### src/shared/flash_erase_pkg.sv
// Constants, fields, timing and state encoding of the flash page erase sequencer
package flash_erase_pkg;
   // ==========================================
   // Bus and address map
   localparam int unsigned ADDR_W        = 17;
   localparam int unsigned DATA_W        = 32;
   localparam int unsigned ARRAY_SEL_BIT = 16;
   localparam logic [15:0] CTRL_OFF      = 16'h0000;
   localparam logic [15:0] PROTECT_OFF   = 16'h0004;
   localparam logic [15:0] STATUS_OFF    = 16'h0008;
   localparam logic [15:0] PAGE_OFF      = 16'h000c;
   // ==========================================
   // Fields and reset values
   localparam int unsigned CTRL_ERASE_BIT = 0;
   localparam int unsigned CTRL_MASS_BIT  = 1;
   localparam int unsigned CTRL_HV_BIT    = 2;
   localparam int unsigned CTRL_LONG_BIT  = 3;
   localparam logic [3:0]  CTRL_RESET     = 4'h0;
   localparam logic [7:0]  PROTECT_RESET  = 8'h00;
   localparam int unsigned STAT_LATCH_BIT = 4;
   localparam int unsigned STAT_PROT_BIT  = 5;
   localparam int unsigned STAT_HV_BIT    = 6;
   localparam int unsigned STAT_FLAG_LSB  = 8;
   localparam int unsigned FLAG_SETUP     = 0;
   localparam int unsigned FLAG_ERASE     = 1;
   localparam int unsigned FLAG_HOLD      = 2;
   localparam int unsigned FLAG_ORDER     = 3;
   localparam logic [3:0]  FLAGS_RESET    = 4'h0;
   localparam int unsigned PAGE_LSB       = 7;
   localparam int unsigned ROW_LSB        = 6;
   localparam logic [8:0]  PAGE_RESET     = 9'h000;
   // ==========================================
   // Timing, 5 ns clock; minimums round up
   localparam int unsigned CNT_W              = 20;
   localparam int unsigned CLK_PERIOD_NS      = 5;
   localparam int unsigned SETUP_BEFORE_HV_NS = 10000;
   localparam int unsigned ERASE_SHORT_NS     = 1000000;
   localparam int unsigned ERASE_LONG_NS      = 4000000;
   localparam int unsigned HOLD_AFTER_CLR_NS  = 5000;
   localparam int unsigned READ_RECOVERY_NS   = 1000;
   localparam logic [CNT_W-1:0] SETUP_CYC =
      CNT_W'((SETUP_BEFORE_HV_NS + CLK_PERIOD_NS - 1) / CLK_PERIOD_NS);
   localparam logic [CNT_W-1:0] ERASE_SHORT_CYC_DEF =
      CNT_W'((ERASE_SHORT_NS + CLK_PERIOD_NS - 1) / CLK_PERIOD_NS);
   localparam logic [CNT_W-1:0] ERASE_LONG_CYC_DEF =
      CNT_W'((ERASE_LONG_NS + CLK_PERIOD_NS - 1) / CLK_PERIOD_NS);
   localparam logic [CNT_W-1:0] HOLD_CYC =
      CNT_W'((HOLD_AFTER_CLR_NS + CLK_PERIOD_NS - 1) / CLK_PERIOD_NS);
   localparam logic [CNT_W-1:0] RECOVERY_CYC =
      CNT_W'((READ_RECOVERY_NS + CLK_PERIOD_NS - 1) / CLK_PERIOD_NS);
   // ==========================================
   // Sequencer states, Gray along the erase path from idle to recovery
   typedef enum logic [2:0] {
      ST_IDLE  = 3'b000,
      ST_MODE  = 3'b001,
      ST_PROT  = 3'b011,
      ST_LATCH = 3'b010,
      ST_HV    = 3'b110,
      ST_HOLD  = 3'b111,
      ST_RECOV = 3'b101
   } seq_state_t;
endpackage : flash_erase_pkg

### src/hw/flash_page_erase_sequencer.sv
// APB-controlled page erase sequencer for an on-chip flash array
//
// The implementer's own choices: the APB slave port and the register addresses.
`timescale 1ns/1ps
`default_nettype none
module flash_page_erase_sequencer
   import flash_erase_pkg::*;
#(
   parameter logic [CNT_W-1:0] ERASE_SHORT_CYC = ERASE_SHORT_CYC_DEF,
   parameter logic [CNT_W-1:0] ERASE_LONG_CYC  = ERASE_LONG_CYC_DEF
)
(
   // Clock and reset
   input  wire logic              clk,
   input  wire logic              rst,
   // APB slave
   input  wire logic              psel,
   input  wire logic              penable,
   input  wire logic              pwrite,
   input  wire logic [ADDR_W-1:0] paddr,
   input  wire logic [DATA_W-1:0] pwdata,
   output var  logic [DATA_W-1:0] prdata,
   output var  logic              pready,
   output var  logic              pslverr,
   // Flash array side
   output var  logic              eraseHv,
   output var  logic [8:0]        erasePage,
   output var  logic [1:0]        programRow
);
   // ==========================================
   // State
   seq_state_t       state;
   seq_state_t       next_state;
   logic [3:0]       ctrl;
   logic [7:0]       blockProtect;
   logic [3:0]       flags;
   logic [3:0]       next_flags;
   logic             pageLatched;
   logic             protRead;
   logic [CNT_W-1:0] stepCount;
   logic [DATA_W-1:0] readMux;
   logic             hitOk;

   // ==========================================
   // Bus decode
   wire accessWait = psel & penable & ~pready;
   wire done       = psel & penable & pready;
   wire arrayHit   = paddr[ARRAY_SEL_BIT];
   wire hitCtrl    = ~arrayHit & (paddr[15:0] == CTRL_OFF);
   wire hitProt    = ~arrayHit & (paddr[15:0] == PROTECT_OFF);
   wire hitStat    = ~arrayHit & (paddr[15:0] == STATUS_OFF);
   wire hitPage    = ~arrayHit & (paddr[15:0] == PAGE_OFF);
   // Array reads wait out the recovery time rather than return bad data
   wire stallRead  = arrayHit & ~pwrite & (state == ST_RECOV);
   wire answer     = accessWait & ~stallRead;
   wire ctrlWr     = done & pwrite & hitCtrl;
   wire protRd     = done & ~pwrite & hitProt;
   wire arrWr      = done & pwrite & arrayHit;
   wire statWr     = done & pwrite & hitStat;
   wire newErase   = pwdata[CTRL_ERASE_BIT];
   wire newMass    = pwdata[CTRL_MASS_BIT];
   wire newHv      = pwdata[CTRL_HV_BIT];
   wire hvOn       = ctrl[CTRL_HV_BIT];
   wire eraseDrop  = ctrlWr & ~newErase;
   wire [CNT_W-1:0] eraseMin = ctrl[CTRL_LONG_BIT] ? ERASE_LONG_CYC : ERASE_SHORT_CYC;
   wire hvState    = (next_state == ST_HV) | (next_state == ST_HOLD);
   wire [3:0] next_ctrl = ctrlWr ? pwdata[3:0] : ctrl;

   always_comb begin
      hitOk   = 1'b1;
      readMux = '0;
      if (arrayHit) begin
         readMux = '0;
      end else if (hitCtrl) begin
         readMux = {28'h0000000, ctrl};
      end else if (hitProt) begin
         readMux = {24'h000000, blockProtect};
      end else if (hitStat) begin
         readMux = {20'h00000, flags, 1'b0, eraseHv, protRead, pageLatched, 1'b0, state};
      end else if (hitPage) begin
         readMux = {21'h000000, programRow, erasePage};
      end else begin
         hitOk = 1'b0;
      end
   end

   // ==========================================
   // Sequencer
   always_comb begin
      next_state = state;
      case (state)
         ST_IDLE: begin
            if (ctrlWr && newErase && !newMass) next_state = ST_MODE;
         end
         ST_MODE: begin
            if (eraseDrop) next_state = ST_IDLE;
            else if (protRd) next_state = ST_PROT;
         end
         ST_PROT: begin
            if (eraseDrop) next_state = ST_IDLE;
            else if (arrWr) next_state = ST_LATCH;
         end
         ST_LATCH: begin
            if (eraseDrop) next_state = ST_IDLE;
            else if (ctrlWr && newHv) next_state = ST_HV;
         end
         ST_HV: begin
            if (eraseDrop) next_state = ST_HOLD;
         end
         ST_HOLD: begin
            if (ctrlWr && !newHv) next_state = ST_RECOV;
         end
         ST_RECOV: begin
            if (stepCount >= RECOVERY_CYC) next_state = ST_IDLE;
         end
         default: next_state = ST_IDLE;
      endcase
   end

   // Setup, erase and hold breaches are flagged, not blocked: software owns those waits
   always_comb begin
      next_flags = flags & ~(statWr ? pwdata[STAT_FLAG_LSB +: 4] : 4'h0);
      if (state == ST_LATCH && ctrlWr && newErase && newHv && stepCount < SETUP_CYC)
         next_flags[FLAG_SETUP] = 1'b1;
      if (state == ST_HV && eraseDrop && stepCount < eraseMin)
         next_flags[FLAG_ERASE] = 1'b1;
      if (state == ST_HOLD && ctrlWr && !newHv && stepCount < HOLD_CYC)
         next_flags[FLAG_HOLD] = 1'b1;
      if (ctrlWr && newHv && !hvOn && state != ST_LATCH)
         next_flags[FLAG_ORDER] = 1'b1;
   end

   step_timer u_timer (
      .clk     (clk),
      .rst     (rst),
      .restart (next_state != state),
      .count   (stepCount)
   );

   always_ff @(posedge clk) begin
      if (rst) begin
         state        <= ST_IDLE;
         ctrl         <= CTRL_RESET;
         blockProtect <= PROTECT_RESET;
         flags        <= FLAGS_RESET;
         pageLatched  <= 1'b0;
         protRead     <= 1'b0;
         erasePage    <= PAGE_RESET;
         programRow   <= 2'b00;
         eraseHv      <= 1'b0;
      end else begin
         state    <= next_state;
         ctrl     <= next_ctrl;
         flags    <= next_flags;
         protRead <= (next_state != ST_IDLE) & (protRead | protRd);
         pageLatched <= (next_state == ST_LATCH) | hvState | (pageLatched & (next_state == ST_RECOV));
         if (done && pwrite && hitProt) blockProtect <= pwdata[7:0];
         if (state == ST_PROT && arrWr) begin
            erasePage  <= paddr[15:PAGE_LSB];
            programRow <= paddr[PAGE_LSB:ROW_LSB];
         end
         eraseHv <= hvState & next_ctrl[CTRL_HV_BIT];
      end
   end

   // ==========================================
   // APB answer, one wait state
   always_ff @(posedge clk) begin
      if (rst) begin
         pready  <= 1'b0;
         pslverr <= 1'b0;
         prdata  <= '0;
      end else begin
         pready  <= answer;
         pslverr <= answer & ~hitOk;
         prdata  <= answer ? readMux : '0;
      end
   end
endmodule : flash_page_erase_sequencer
`default_nettype wire

### src/hw/step_timer.sv
// Saturating count of cycles spent in the current sequencer step
`timescale 1ns/1ps
`default_nettype none
module step_timer
   import flash_erase_pkg::*;
(
   // Clock and reset
   input  wire logic             clk,
   input  wire logic             rst,
   // Control and count
   input  wire logic             restart,
   output var  logic [CNT_W-1:0] count
);
   // Starts at one so the count equals whole cycles elapsed in the step
   always_ff @(posedge clk) begin
      if (rst || restart) begin
         count <= CNT_W'(1);
      end else if (count != {CNT_W{1'b1}}) begin
         count <= count + CNT_W'(1);
      end
   end
endmodule : step_timer
`default_nettype wire

### config.mk
export PLATFORM = sky130hd
export DESIGN_NAME = flash_page_erase_sequencer
export DESIGN_NICKNAME = d
export VERILOG_FILES = /design/src/shared/flash_erase_pkg.sv /design/src/hw/flash_page_erase_sequencer.sv /design/src/hw/step_timer.sv
export SDC_FILE = /design/constraint.sdc
export NUM_CORES = 1
export LEC_CHECK = 0
export BUFFER_PORTS_ARGS = -buffer_cell sky130_fd_sc_hd__clkbuf_2
export CELL_PAD_IN_SITES_DETAIL_PLACEMENT = 1
export CELL_PAD_IN_SITES_GLOBAL_PLACEMENT = 2
export CORE_ASPECT_RATIO = 0.8
export CORE_MARGIN = 2
export CORE_UTILIZATION = 30
export CTS_CLUSTER_DIAMETER = 200
export DETAILED_ROUTE_END_ITERATION = 10
export PLACE_DENSITY = 0.91
export RECOVER_POWER = 25
export SLEW_MARGIN = 20
export SYNTH_ARGS = -nofsm -noshare
export SYNTH_HDL_FRONTEND = slang
export SYNTH_SLANG_ARGS = --single-unit
### constraint.sdc
create_clock -name clk -period 3.5 [get_ports clk]
set_input_delay 0.525 -clock clk [delete_from_list [all_inputs] [get_ports clk]]
set_output_delay 0.525 -clock clk [all_outputs]
set_load 0.05 [all_outputs]
Word-level counts from Yosys, hierarchy flattened
Cells that the tools add are included.
- reduce and logical (&&, ||, !) cells: 29
- bitwise gates (word level): 34
- equality and inequality tests: 16
- multiplexer cells: 27
- magnitude comparators: 4
- $add $sub $neg: 1
- operators by type and width (cell ; number):
    2-to-1 mux 3 bit ; 11
    equality test 16 x 4 -> 1 bit (second input constant) ; 2
    bitwise AND 1 bit ; 21
    one-hot mux 3 bit (7 select lines) ; 1
    adder 20 x 1 -> 20 bit (second input constant) ; 1
    greater-or-equal comparator 20 x 8 -> 1 bit (second input constant) ; 1
    less-than comparator 20 x 10 -> 1 bit (second input constant) ; 1
    less-than comparator 20 x 11 -> 1 bit (second input constant) ; 1
    less-than comparator 20 bit ; 1
    2-to-1 mux 20 bit ; 1
    != test 20 bit (second input constant) ; 1
    equality test 3 bit (second input constant) ; 6
    logical AND 1 bit ; 18
    equality test 16 x 3 -> 1 bit (second input constant) ; 1
    logical NOT 16 bit ; 1
    2-to-1 mux 12 bit ; 1
    2-to-1 mux 11 bit ; 1
    equality test 3 x 2 -> 1 bit (second input constant) ; 3
    2-to-1 mux 1 bit ; 9
    2-to-1 mux 4 bit ; 2
    2-to-1 mux 8 bit ; 1
    NOT 1 bit ; 7
    OR reduction 6 bit ; 1
    OR reduction 5 bit ; 1
    other kinds (12) ; 17
- logic and storage cells: 128
- input port bits: 54
- register bits: 87

Depth between registers and ports, before layout
Gate-level depths: netlist of run 1.
- depth in word-level cells: 12
- mapped depth: 8
- gate-level depth less buffers: 7

Hierarchy
From an unflattened synthesis of run 1, not the netlist that was laid out.
- cells, all modules: 407
- area, all modules: 3609.7 µm²
- by module, submodules not included (module ; instances ; cells an instance ; area an instance (µm²)):
    flash_page_erase_sequencer ; 1 ; 281 ; 2543.7
    step_timer ; 1 ; 126 ; 1066.0

Worst setup path after synthesis of run 1
OpenSTA, ideal clock, no wires.
- path type: in2reg
- start: input paddr[14]
- end: register u_timer.count[19]
- data arrival time: 2.541 ns
- buffers on the path: 3
- setup slack: 0.838 ns
- data required time: 3.379 ns
- cell stages on the path: 8
- setup time: 0.121 ns
- cells stage by stage: or4_1 -> or4_1 -> buf_2 -> or4_4 -> a21oi_2 -> buf_6 -> buf_8 -> nor3_1
- longest elaborated chain between the ends: 9
- RTL lines (element ; line ; RTL):
    from (decl) ; flash_page_erase_sequencer.sv:20 ; input wire logic [ADDR_W-1:0] paddr,
    logical NOT 16 bit ; flash_page_erase_sequencer.sv:49 ; wire hitCtrl = ~arrayHit & (paddr[15:0] == CTRL_OFF);
    bitwise AND 1 bit ; flash_page_erase_sequencer.sv:49 ;
    bitwise AND 1 bit ; flash_page_erase_sequencer.sv:56 ; wire ctrlWr = done & pwrite & hitCtrl;
    logical AND 1 bit (on tied branches) ; flash_page_erase_sequencer.sv:105, flash_page_erase_sequencer.sv:93 ;
    2-to-1 mux 3 bit / logical AND 1 bit (equally long branches) ; flash_page_erase_sequencer.sv:105, flash_page_erase_sequencer.sv:93 ;
    2-to-1 mux 3 bit (on tied branches) ; flash_page_erase_sequencer.sv:104, flash_page_erase_sequencer.sv:93 ;
    one-hot mux 3 bit (7 select lines) (*) ; flash_page_erase_sequencer.sv:91 ; case (state)
    != test 3 bit (*) ; flash_page_erase_sequencer.sv:136 ; .restart (next_state != state),
    logical OR 1 bit (*) ; step_timer.sv:16 ; if (rst || restart) begin
    to (signal assigned) ; step_timer.sv:19 ; count <= count + CNT_W'(1);
    to (decl) ; step_timer.sv:12 ; output var logic [CNT_W-1:0] count
Every way passes the cells marked *; elsewhere a longest branch is shown, timed or not.
A chain may end at the register's enable or synchronous reset.

Worst setup path after layout of run 1
- start: input paddr[14]
- end: register flags[2]
- longest elaborated chain between the ends: 7
- RTL lines (element ; line ; RTL):
    equality test 16 x 4 -> 1 bit / logical NOT 16 bit (equally long branches) ; flash_page_erase_sequencer.sv:51, flash_page_erase_sequencer.sv:49 ;
    bitwise AND 1 bit (on tied branches) ; flash_page_erase_sequencer.sv:51, flash_page_erase_sequencer.sv:49 ;
    bitwise AND 1 bit (on tied branches) ; flash_page_erase_sequencer.sv:59, flash_page_erase_sequencer.sv:56 ;
    2-to-1 mux 4 bit / logical AND 1 bit (equally long branches) ; flash_page_erase_sequencer.sv:122, flash_page_erase_sequencer.sv:127 ;
    NOT 4 bit / logical AND 1 bit (equally long branches) ; flash_page_erase_sequencer.sv:122, flash_page_erase_sequencer.sv:127 ;
    bitwise AND 4 bit / logical AND 1 bit (equally long branches) ; flash_page_erase_sequencer.sv:122, flash_page_erase_sequencer.sv:127 ;
    2-to-1 mux 1 bit (*) ; flash_page_erase_sequencer.sv:127 ; if (state == ST_HOLD && ctrlWr && !newHv && stepCount < HOLD_CYC)
    to (signal assigned) ; flash_page_erase_sequencer.sv:154 ; flags <= next_flags;
    to (decl) ; flash_page_erase_sequencer.sv:36 ; logic [3:0] flags;
Marked as above.

==> qor.csv, run 1 <==
metric,value,unit
register area share after synthesis,36.45,%
First-pass DRT Iterations,4,
cell mode on critical path,or4_1,
RePlAce Congestion,0.8219,
worst hold stages,3,
Simple-Gate Fraction of Synth Area,28.13,%
die area,12980,µm²
Synth Cell Area,3625,µm²
Worst path slowest cell,or4_1,
vias in the first global route,3473,
# Post-CTS Setup Buffers,0,
WL met1,5.337,mm
Worst EP arrival,2970,ps
Critical Path Start Type,primary input,
Crit. End Element,register,
H-tree lvl count,3,
cell count of the worst reg-to-reg path,6,
vias,3375,
Combinational Power Share,7.2,%
total power,1.758,mW
num ports,100,
Clock Tree Buf Depth,2,
syn_area_per_cell,8.672,µm²
post-synthesis mux area share,9.527,%
Pint,1.331,mW
post-synthesis compound-gate area fraction,12.25,%
worst hold-check path type,in2reg,
drt total wl,11.11,mm
Worst Max-Slew Pin Slew,710.7,ps
"slowest stage delay, CP",660,ps
WL met3,654,µm
hold_buf cts,0,
synth cell count leaders,"dfxtp_1, nor2_1, mux2i_1, nor4_1, buf_4",
clock sink total,66,
R2R Path Start,u_timer.count[11],
r2r setup slk,830,ps
clock power share,49.4,%
Yosys top cell by area,dfxtp_1,
n_diodes,0,
WHS Endpoint,blockProtect[6],
gr ovfl total,0,
clk_skew,8.242,ps
Synth area leaders,"dfxtp_1, mux2i_1, nor2_1, nor4_1, buf_4",
Worst-Skew Late Latency,330,ps
DRC Markers,0,
Tmin final,2764,ps
Highest Clock Rate,0.3618,GHz
post-DP HPWL,8.225,mm
area grow syn2layout,16.60,%
Worst-path clk slew,50,ps
Post-synth EDFFs,0,
Worst R2R End,u_timer.count[0],
first-pass GRT wire length,18.11,mm
maximum vdd drop,0.0002501,V
main combinational cell family by area after synthesis,simple AND/OR/NAND/NOR gates,
XOR/XNOR share of the synthesized area,1.933,%
Final period util,78.98,%
metal2 WL,4.993,mm
largest net degree at the start of global routing,36,
RSZ-0062 raised after global routing,no,
synthesized-area fraction occupied by adder cells,3.107,%
Ys Warns,0,
Layout Nets,532,
status,"finished, final reports clean",
Max Cap Violations,0,
Required @ worst endpoint,3700,ps
Leak,1.513,nW
antenna violations before repair,0,
Slew HR,51.95,%
"Top FF cell, synth",dfxtp_1,
Crit Path Max Fanout,10,
PortBufs,59,
Detail Route Antenna Nets,0,
Highest Signal Layer,met4,
post-synthesis cell type count,59,
Initial Util,31.12,%
layout cell share with drive strength beyond 1,16.88,%
# resized after CTS,0,
HP Start,pwdata[6],
most common cell in the netlist,dfxtp_1,
Psw,0.4265,mW
CTS tree,done,
fill count,1397,
Die Y,102.3,µm
Root Buffer,clkbuf_16,
register bit total from synthesis,66,
placed cell area,3968,µm²
core area,11650,µm²
cts bufs inserted,9,
sequential share of power,43.5,%
WL per Instance,17.87,µm
die width,126.9,µm
async set-reset flop share out of synthesis,0,%
Cell Rows,35,
Vias per Instance,5.426,
synthesized instance count,418,
DRT iter0 DRCs,166,
crit-path cells,"clkbuf_2, or4_1, or4_1, buf_4, nor4b_1, a21bo_2, a21oi_1",
area share of the largest cell type after synthesis,36.45,%
PwrDens,415.9,nW/µm²
Max Slew Vio Count,0,
setup tns final,0,ps
design area,4227,µm²
final count of hold timing violations,0,
Sw Share,24.26,%
gr usage total,17.70,%
kind of critical path,in2reg,
Setup-failing EPs final,0,
-- sequential cells by signal, indices dropped and copies added, names as in the netlist, 3 cells and up --
signal	flops
blockProtect	8
ctrl	4
erasePage	9
flags	4
prdata	12
state	3
u_timer.count	20
-- metrics by stage --
stage	cells	utilization [%]	hold slack, ps	setup slack, ps
3_3_place_gp	606	34.06	470.5	450.0
2_1_floorplan	437	-	449.9	837.7
4_1_cts	622	36.52	426.2	738.3
5_1_grt	622	36.28	469.1	553.3
3_5_place_dp	606	34.06	487.4	383.9
6_report	622	36.28	424.0	735.8
-- power by group through the flow --
stage          Clock [mW]  Combinational [mW]  Sequential [mW]
3_3_place_gp            0               0.122            0.779
6_report            0.868               0.126            0.764
4_1_cts             0.879               0.126            0.764
5_1_grt             0.921               0.135            0.765
2_1_floorplan           0               0.103            0.781
3_5_place_dp            0               0.125            0.780
-- critical path, delay by kind of cell --
family,cells,cell delay (ps)
simple gates,3,1780
buf+inv,2,350
compound gates,2,300
-- area by class of cell --
class / count / area, µm² / share of cell area (%)
clock buffer: 10 / 229.0 / 5.417
clock inverter: 6 / 57.56 / 1.362
inverter: 7 / 26.28 / 0.6217
multi-input combinational: 317 / 2072 / 49.02
sequential: 66 / 1321 / 31.26
tap: 148 / 185.2 / 4.381
timing repair buffer: 68 / 335.3 / 7.934
-- worst max-delay path by stage --
| stage | startpoint | end | slack (ps) |
|---|---|---|---|
| floorplan | paddr[14] | u_timer.count[19] | 840 |
| global placement | paddr[14] | eraseHv | 450 |
| detailed placement | paddr[14] | eraseHv | 380 |
| CTS | paddr[14] | eraseHv | 740 |
| global route | paddr[14] | flags[3] | 550 |
| finish | paddr[14] | flags[2] | 740 |
-- placed cells by master (no fill, tap or decap), types with 10 or more instances in the layout --
master,instances
a21oi_1,15
clkbuf_1,23
mux2i_1,30
nand4_1,10
dfxtp_1,66
clkbuf_2,37
nand2_1,16
conb_1,20
o21ai_0,12
nor2_1,50
nor4_1,28
nor3_1,15
and3_1,11
nand3_1,13
-- routing by layer --
metal | track usage (%) | vias to the layer above
li1 | - | 1610
met1 | 24.58 | 1662
met2 | 27.75 | 93
met3 | 3.613 | 10
met4 | 5.664 | 0
met5 | 0 | -
-- cell families after synthesis --
logic type	Yosys count
and+or+nand+nor	182
DFF	66
AOI/OAI and AO/OA	64
buffers and inverters	54
muxes	34
adders and majority gates	9
xor gates and xnor gates	8
other	1
Note: power is estimated with default switching activity, not from simulation.
==> run 2, diff against run 1 <==
CORE_UTILIZATION = 28   (was 30)
PLACE_DENSITY = 0.89   (was 0.91)
clock period = 2.4 ns   (was 3.5 ns; I/O delays follow)
==> run 2 against run 1 <==
  * Flip-flop and latch count unchanged
  * Core utilization fell by 0.22 points
  * Sequential share of layout area down 2.5 points
  * Critical endpoint is now u_timer.count[0]
  * Total power grew 57%
  * Sequential power rose by 45%
  * Via count up 3.3%
  * First-iteration DRC count rose by 19%
  * Largest cell class unchanged
  * Clock power increased by 68%
==> qor.csv, run 2 (synthesis results as in run 1) <==
metric,value,unit,change
status,"finished, final reports clean",,
hold_buf cts,0,,unchanged
vias in the first global route,3599,,+3.6%
top flop regs,"u_timer.count (20), prdata (12), erasePage (9)",,
n_diodes,0,,unchanged
Initial Util,28.47,%,-2.6 points
design area,4591,µm²,+8.6%
RePlAce Congestion,0.8598,,+4.6%
clock power share,52.7,%,+3.3 points
Crit Path Max Fanout,20,,+10
Final period util,95.27,%,
Root Buffer,clkbuf_16,,
PwrDens,602.9,nW/µm²,+45%
final count of hold timing violations,0,,unchanged
post-DP HPWL,8.646,mm,+5.1%
Psw,0.6937,mW,+63%
worst hold-check path type,in2reg,,
CTS tree,done,,
Worst-path clk slew,70,ps,+20 ps
num ports,100,,unchanged
H-tree lvl count,3,,unchanged
RSZ-0062 raised after global routing,no,,
Die Y,105.8,µm,+3.4%
maximum vdd drop,0.0003154,V,+26%
"commonest cells after routing, fill and taps aside","dfxtp_1, nor2_1, buf_4, clkbuf_2, mux2i_1",,
clock sink total,66,,unchanged
core area,12730,µm²,+9.3%
Detail Route Antenna Nets,0,,unchanged
Vias per Instance,5.107,,-5.9%
PortBufs,59,,unchanged
max reg flops,20,,unchanged
Tmin final,2286,ps,
Post-Layout Cell Count,683,,+9.8%
Sw Share,25.06,%,+0.80 points
Pint,2.074,mW,+56%
die area,13880,µm²,+6.9%
die width,131.2,µm,+3.4%
Max Slew Vio Count,0,,unchanged
gr ovfl total,0,,unchanged
Hold Slack,260.4,ps,-163.6 ps
antenna violations before repair,0,,unchanged
Top Usage Layer GRT,met2,,
sequential share of power,40.2,%,-3.3 points
kind of critical path,reg2reg,,
Critical Path Start Type,register,,
Worst Max-Slew Pin Slew,607.9,ps,-102.8 ps
placed cell count,667,,+10%
Cell Rows,37,,+5.7%
First-pass DRT Iterations,4,,unchanged
Highest Clock Rate,0.4374,GHz,
largest net degree at the start of global routing,35,,-2.8%
Required @ worst endpoint,2600,ps,-1100 ps
DRC Markers,0,,unchanged
drt total wl,11.68,mm,+5.1%
gr usage total,17.01,%,-0.69 points
met3 GRT Util,3.992,%,+0.38 points
setup tns final,0,ps,unchanged
WL per Instance,17.11,µm,-4.3%
"commonest non-fill, non-tap cell in the layout",dfxtp_1,,
layout cell share with drive strength beyond 1,23.03,%,+6.2 points
Setup-failing EPs final,0,,unchanged
r2r setup slk,110,ps,-720 ps
Crit. End Element,register,,
met1 Usage GRT,23.56,%,-1.0 points
placed cell area,4288,µm²,+8.1%
Max Cap Violations,0,,unchanged
Layout Nets,566,,+6.4%
Slew HR,59.65,%,+7.7 points
Combinational Power Share,7.1,%,about the same
DRT iter0 DRCs,198,,+19%
met2 Resource Use GR,26.43,%,-1.3 points
Final Util,36.06,%,-0.22 points
first-pass GRT wire length,18.84,mm,+4.1%
vias,3488,,+3.3%
Worst-Skew Late Latency,340,ps,about the same
Worst EP arrival,2490,ps,-480 ps
area grow syn2layout,26.65,%,
cts bufs inserted,9,,unchanged
Top reg by flops,u_timer.count,,
Clock Tree Buf Depth,2,,unchanged
clk_skew,9.931,ps,+1.689 ps
Leak,1.706,nW,+13%
## run 2: cell count changes in the layout (fill, tap and decap cells not counted), moves of 2 or more
cell      delta
buf_4       +32
clkinv_2     -3
clkinv_4     +2
inv_6        +2
buf_12       +2
## run 2: worst max-delay path, cell delays in order (launching register included)
cell and delay (ps):
dfxtp_1 500, nor2_1 160, a211oi_1 240, o21ai_0 150, a221o_1 410, buf_12 170
or4_1 510
## run 2: power groups by stage
stage	combinational [mW]	clock (mW)	sequential (mW)
finish	0.196	1.46	1.11
global route	0.211	1.53	1.11
CTS	0.196	1.48	1.11
detailed placement	0.194	0	1.14
global placement	0.191	0	1.14
floorplan	0.150	0	1.14
## run 2: final cells by class
class                   instances  area [µm²]
fillers                      1548        8140
multi-input cells             317        2083
flip-flops and latches         66        1321
repair buffers                102       615.6
clock buffers                   9       225.2
well taps                     175       219.0
clock inverters                 7       100.1
inverters                       7       26.28
## run 2: through the flow
stage	setup slack, ps	total power [mW]
finish	113.5	2.768
global route	12.01	2.860
CTS	23.15	2.793
detailed placement	-299.3	1.332
global placement	-242.1	1.328
floorplan	-97.34	1.288
## run 2: worst paths after layout
check	from	to	cells after the start
setup / recovery	state[2]	u_timer.count[0]	6
hold / removal	pwdata[4]	blockProtect[4]	3
setup reg to reg	state[2]	u_timer.count[0]	6
hold reg to reg	flags[3]	prdata[11]	1
## run 2: layer usage
| layer | vias to the layer above | wire, µm |
|---|---|---|
| met2 | 88 | 5289 |
| met1 | 1706 | 5620 |
| met3 | 15 | 620 |
| li1 | 1679 | - |
| met4 | 0 | 153 |
| met5 | - | 0 |
## run 2: repair_timing
action                     CTS  global route
gates resized for setup      1             1
setup endpoints to repair    1             8
buffers inserted             0             0
pin swaps                    0             0
==> run 3, diff against run 2 <==
ABC_AREA = 1   (was default)
CORE_UTILIZATION = 26   (was 28)
PLACE_DENSITY = 0.87   (was 0.89)
==> run 3 against run 2 <==
  * Via count up 0.54%
  * Design area fell by 1.1%
  * Area after synthesis grew 2.7%
  * Flip-flop and latch count is the same
  * Cell count is 11% higher
  * First-iteration DRC count down 23%
  * Critical path type unchanged
  * Highest routed layer unchanged
==> qor.csv, run 3 <==
metric,value,unit,change
post-DP HPWL,8.928,mm,+3.3%
die area,15300,µm²,+10%
met2 Resource Use GR,24.05,%,-2.4 points
gr ovfl total,0,,unchanged
gr usage total,15.60,%,-1.4 points
Worst path slowest cell,dfxtp_1,,
status,"finished, final reports clean",,
cts bufs inserted,9,,unchanged
Leak,1.879,nW,+10%
n_diodes,0,,unchanged
R2R Path Start,u_timer.count[14],,
placed cell area,4259,µm²,-0.67%
synthesized instance count,497,,+19%
post-synthesis cell type count,46,,-22%
area grow syn2layout,21.91,%,
core area,14150,µm²,+11%
Synth area leaders,"dfxtp_1, nor2_1, inv_1, nand2_1, buf_4",,
"commonest cells after routing, fill and taps aside","nor2_1, dfxtp_1, inv_1, nand2_1, clkbuf_2",,
RePlAce Congestion,0.8250,,-4.0%
vias in the first global route,3613,,+0.39%
"slowest stage delay, CP",340,ps,-170 ps
Yosys top cell by area,dfxtp_1,,
Critical Path End,u_timer.count[5],,
Max Slew Vio Count,0,,unchanged
clk_skew,7.552,ps,-2.378 ps
cell count of the worst reg-to-reg path,12,,+6
synth cell count leaders,"nor2_1, dfxtp_1, inv_1, nand2_1, a21oi_1",,
die width,137.8,µm,+5.0%
r2r setup slk,240,ps,+130 ps
top flop regs,"u_timer.count (20), prdata (12), erasePage (9)",,
Cell Rows,39,,+5.4%
Worst EP arrival,2430,ps,-60 ps
antenna violations before repair,0,,unchanged
register bit total from synthesis,66,,unchanged
Crit Path Max Fanout,9,,-55%
First-pass DRT Iterations,4,,unchanged
Top reg by flops,u_timer.count,,
Top Usage Layer GRT,met2,,
Hold Slack,285.1,ps,+24.72 ps
DRC Markers,0,,unchanged
Root Buffer,clkbuf_16,,
largest net degree at the start of global routing,21,,-40%
Layout Nets,635,,+12%
met1 Usage GRT,21.51,%,-2.0 points
syn_area_per_cell,7.492,µm²,-14%
Crit. End Element,register,,
RSZ-0062 raised after global routing,no,,
H-tree lvl count,3,,unchanged
Critical Path Start Type,register,,
Post-synth EDFFs,0,,unchanged
Vias per Instance,4.608,,-9.8%
vias,3507,,+0.54%
WL per Instance,14.83,µm,-13%
final count of hold timing violations,0,,unchanged
Worst-Skew Late Latency,340,ps,about the same
crit path from,u_timer.count[14],,
Worst Max-Slew Pin Slew,639.8,ps,+31.91 ps
"Top FF cell, synth",dfxtp_1,,
Synth Cell Area,3724,µm²,+2.7%
PortBufs,59,,unchanged
hold_buf cts,0,,unchanged
Final period util,89.80,%,-5.5 points
Slew HR,57.53,%,-2.1 points
Highest Clock Rate,0.4640,GHz,+6.1%
DRT iter0 DRCs,152,,-23%
clock sink total,66,,unchanged
Initial Util,26.31,%,-2.2 points
PwrDens,588.4,nW/µm²,-2.4%
Required @ worst endpoint,2680,ps,+80 ps
setup tns final,0,ps,unchanged
Setup-failing EPs final,0,,unchanged
Detail Route Antenna Nets,0,,unchanged
Die Y,111.0,µm,+5.0%
first-pass GRT wire length,18.44,mm,-2.2%
most common cell in the netlist,nor2_1,,
Tmin final,2155,ps,-131.3 ps
layout cell share with drive strength beyond 1,20.28,%,-2.8 points
area share of the largest cell type after synthesis,35.48,%,-0.97 points
async set-reset flop share out of synthesis,0,%,unchanged
crit-path cells,"nor2_1, nand3_1, nor2_1, nand2_1, o21ai_1, inv_2, nand3_1, nand2_1, a21oi_4, nand3_4, buf_12, nor2_1",,
kind of critical path,reg2reg,,
num ports,100,,unchanged
cell mode on critical path,nor2_1,,
Worst R2R End,u_timer.count[5],,
Ys Warns,0,,unchanged
Worst-path clk slew,60,ps,about the same
Clock Tree Buf Depth,2,,unchanged
design area,4539,µm²,-1.1%
CTS tree,done,,
max reg flops,20,,unchanged
drt total wl,11.29,mm,-3.4%
worst hold-check path type,in2reg,,
met3 GRT Util,3.932,%,-0.060 points
Max Cap Violations,0,,unchanged
register area share after synthesis,35.48,%,-0.97 points
"commonest non-fill, non-tap cell in the layout",nor2_1,,
maximum vdd drop,0.0003329,V,+5.5%
[run 3: final cells by class]
| class | instances | area [µm²] |
|---|---|---|
| clock inverter | 4 | 50.05 |
| multi-input combinational | 350 | 1999 |
| clock buffer | 12 | 256.5 |
| fill | 1787 | 9612 |
| timing repair buffer | 76 | 419.2 |
| tap | 184 | 230.2 |
| sequential | 66 | 1321 |
| inverter | 69 | 262.8 |
[run 3: cell families (layout without fill, tap and decap cells)]
logic type,count (synthesis),after routing,synth area share (%)
AND/OR/NAND/NOR,230,230,32.76
XOR/XNOR,13,13,3.058
buffers and inverters,100,161,12.80
other,1,20,0.1007
flip-flops,66,66,35.48
adder cells (fa/ha/maj),9,9,3.024
AO/OA/AOI/OAI,78,78,12.77
[run 3: worst min-delay path by stage]
stage / to / start / cells past startpoint / slack, ps
after floorplan: prdata[11] / flags[3] / 2 / 420
after global placement: prdata[11] / flags[3] / 2 / 440
after detailed placement: prdata[11] / flags[3] / 2 / 450
after CTS: pready / rst / 2 / 270
after global routing: pready / rst / 2 / 290
final: pready / rst / 2 / 290
[run 3: what timing repair did]
action | in CTS | in global routing
setup endpoints to repair | 0 | 2
gates resized for setup | 0 | 2
buffers inserted | 0 | 0
[run 3: worst max-delay path, delay by kind of cell (launching register included)]
| family | cells | cell delay [ps] |
|---|---|---|
| flip-flops | 1 | 340 |
| AND/OR/NAND/NOR | 8 | 1110 |
| buffers and inverters | 2 | 280 |
| AO/OA/AOI/OAI | 2 | 380 |
[run 3: per-layer routing]
layer	wire length, µm	up-vias	part of all wire [%]
li1	-	1748	-
met1	5616	1692	50
met2	5125	56	45
met3	405	11	3.6
met4	140	0	1.2
met5	0	-	0
[run 3: where the power goes]
part	switching, mW	leakage (nW)	internal (mW)	total (mW)
sequential	0.00657	0.532	1.10	1.11
combinational	0.152	1.20	0.0510	0.203
clock	0.499	0.145	0.858	1.36
total	0.657	1.88	2.01	2.67
[run 3: per-stage QoR]
stage          worst slack (ps)  instances  power, mW  util, %
5_1_grt                   14.65        761      2.764    32.08
4_1_cts                   151.0        761      2.703    32.26
3_3_place_gp              171.8        745      1.331    30.10
3_5_place_dp              89.08        745      1.337    30.10
6_report                  244.8        761      2.671    32.08
2_1_floorplan             183.8        516      1.296        -
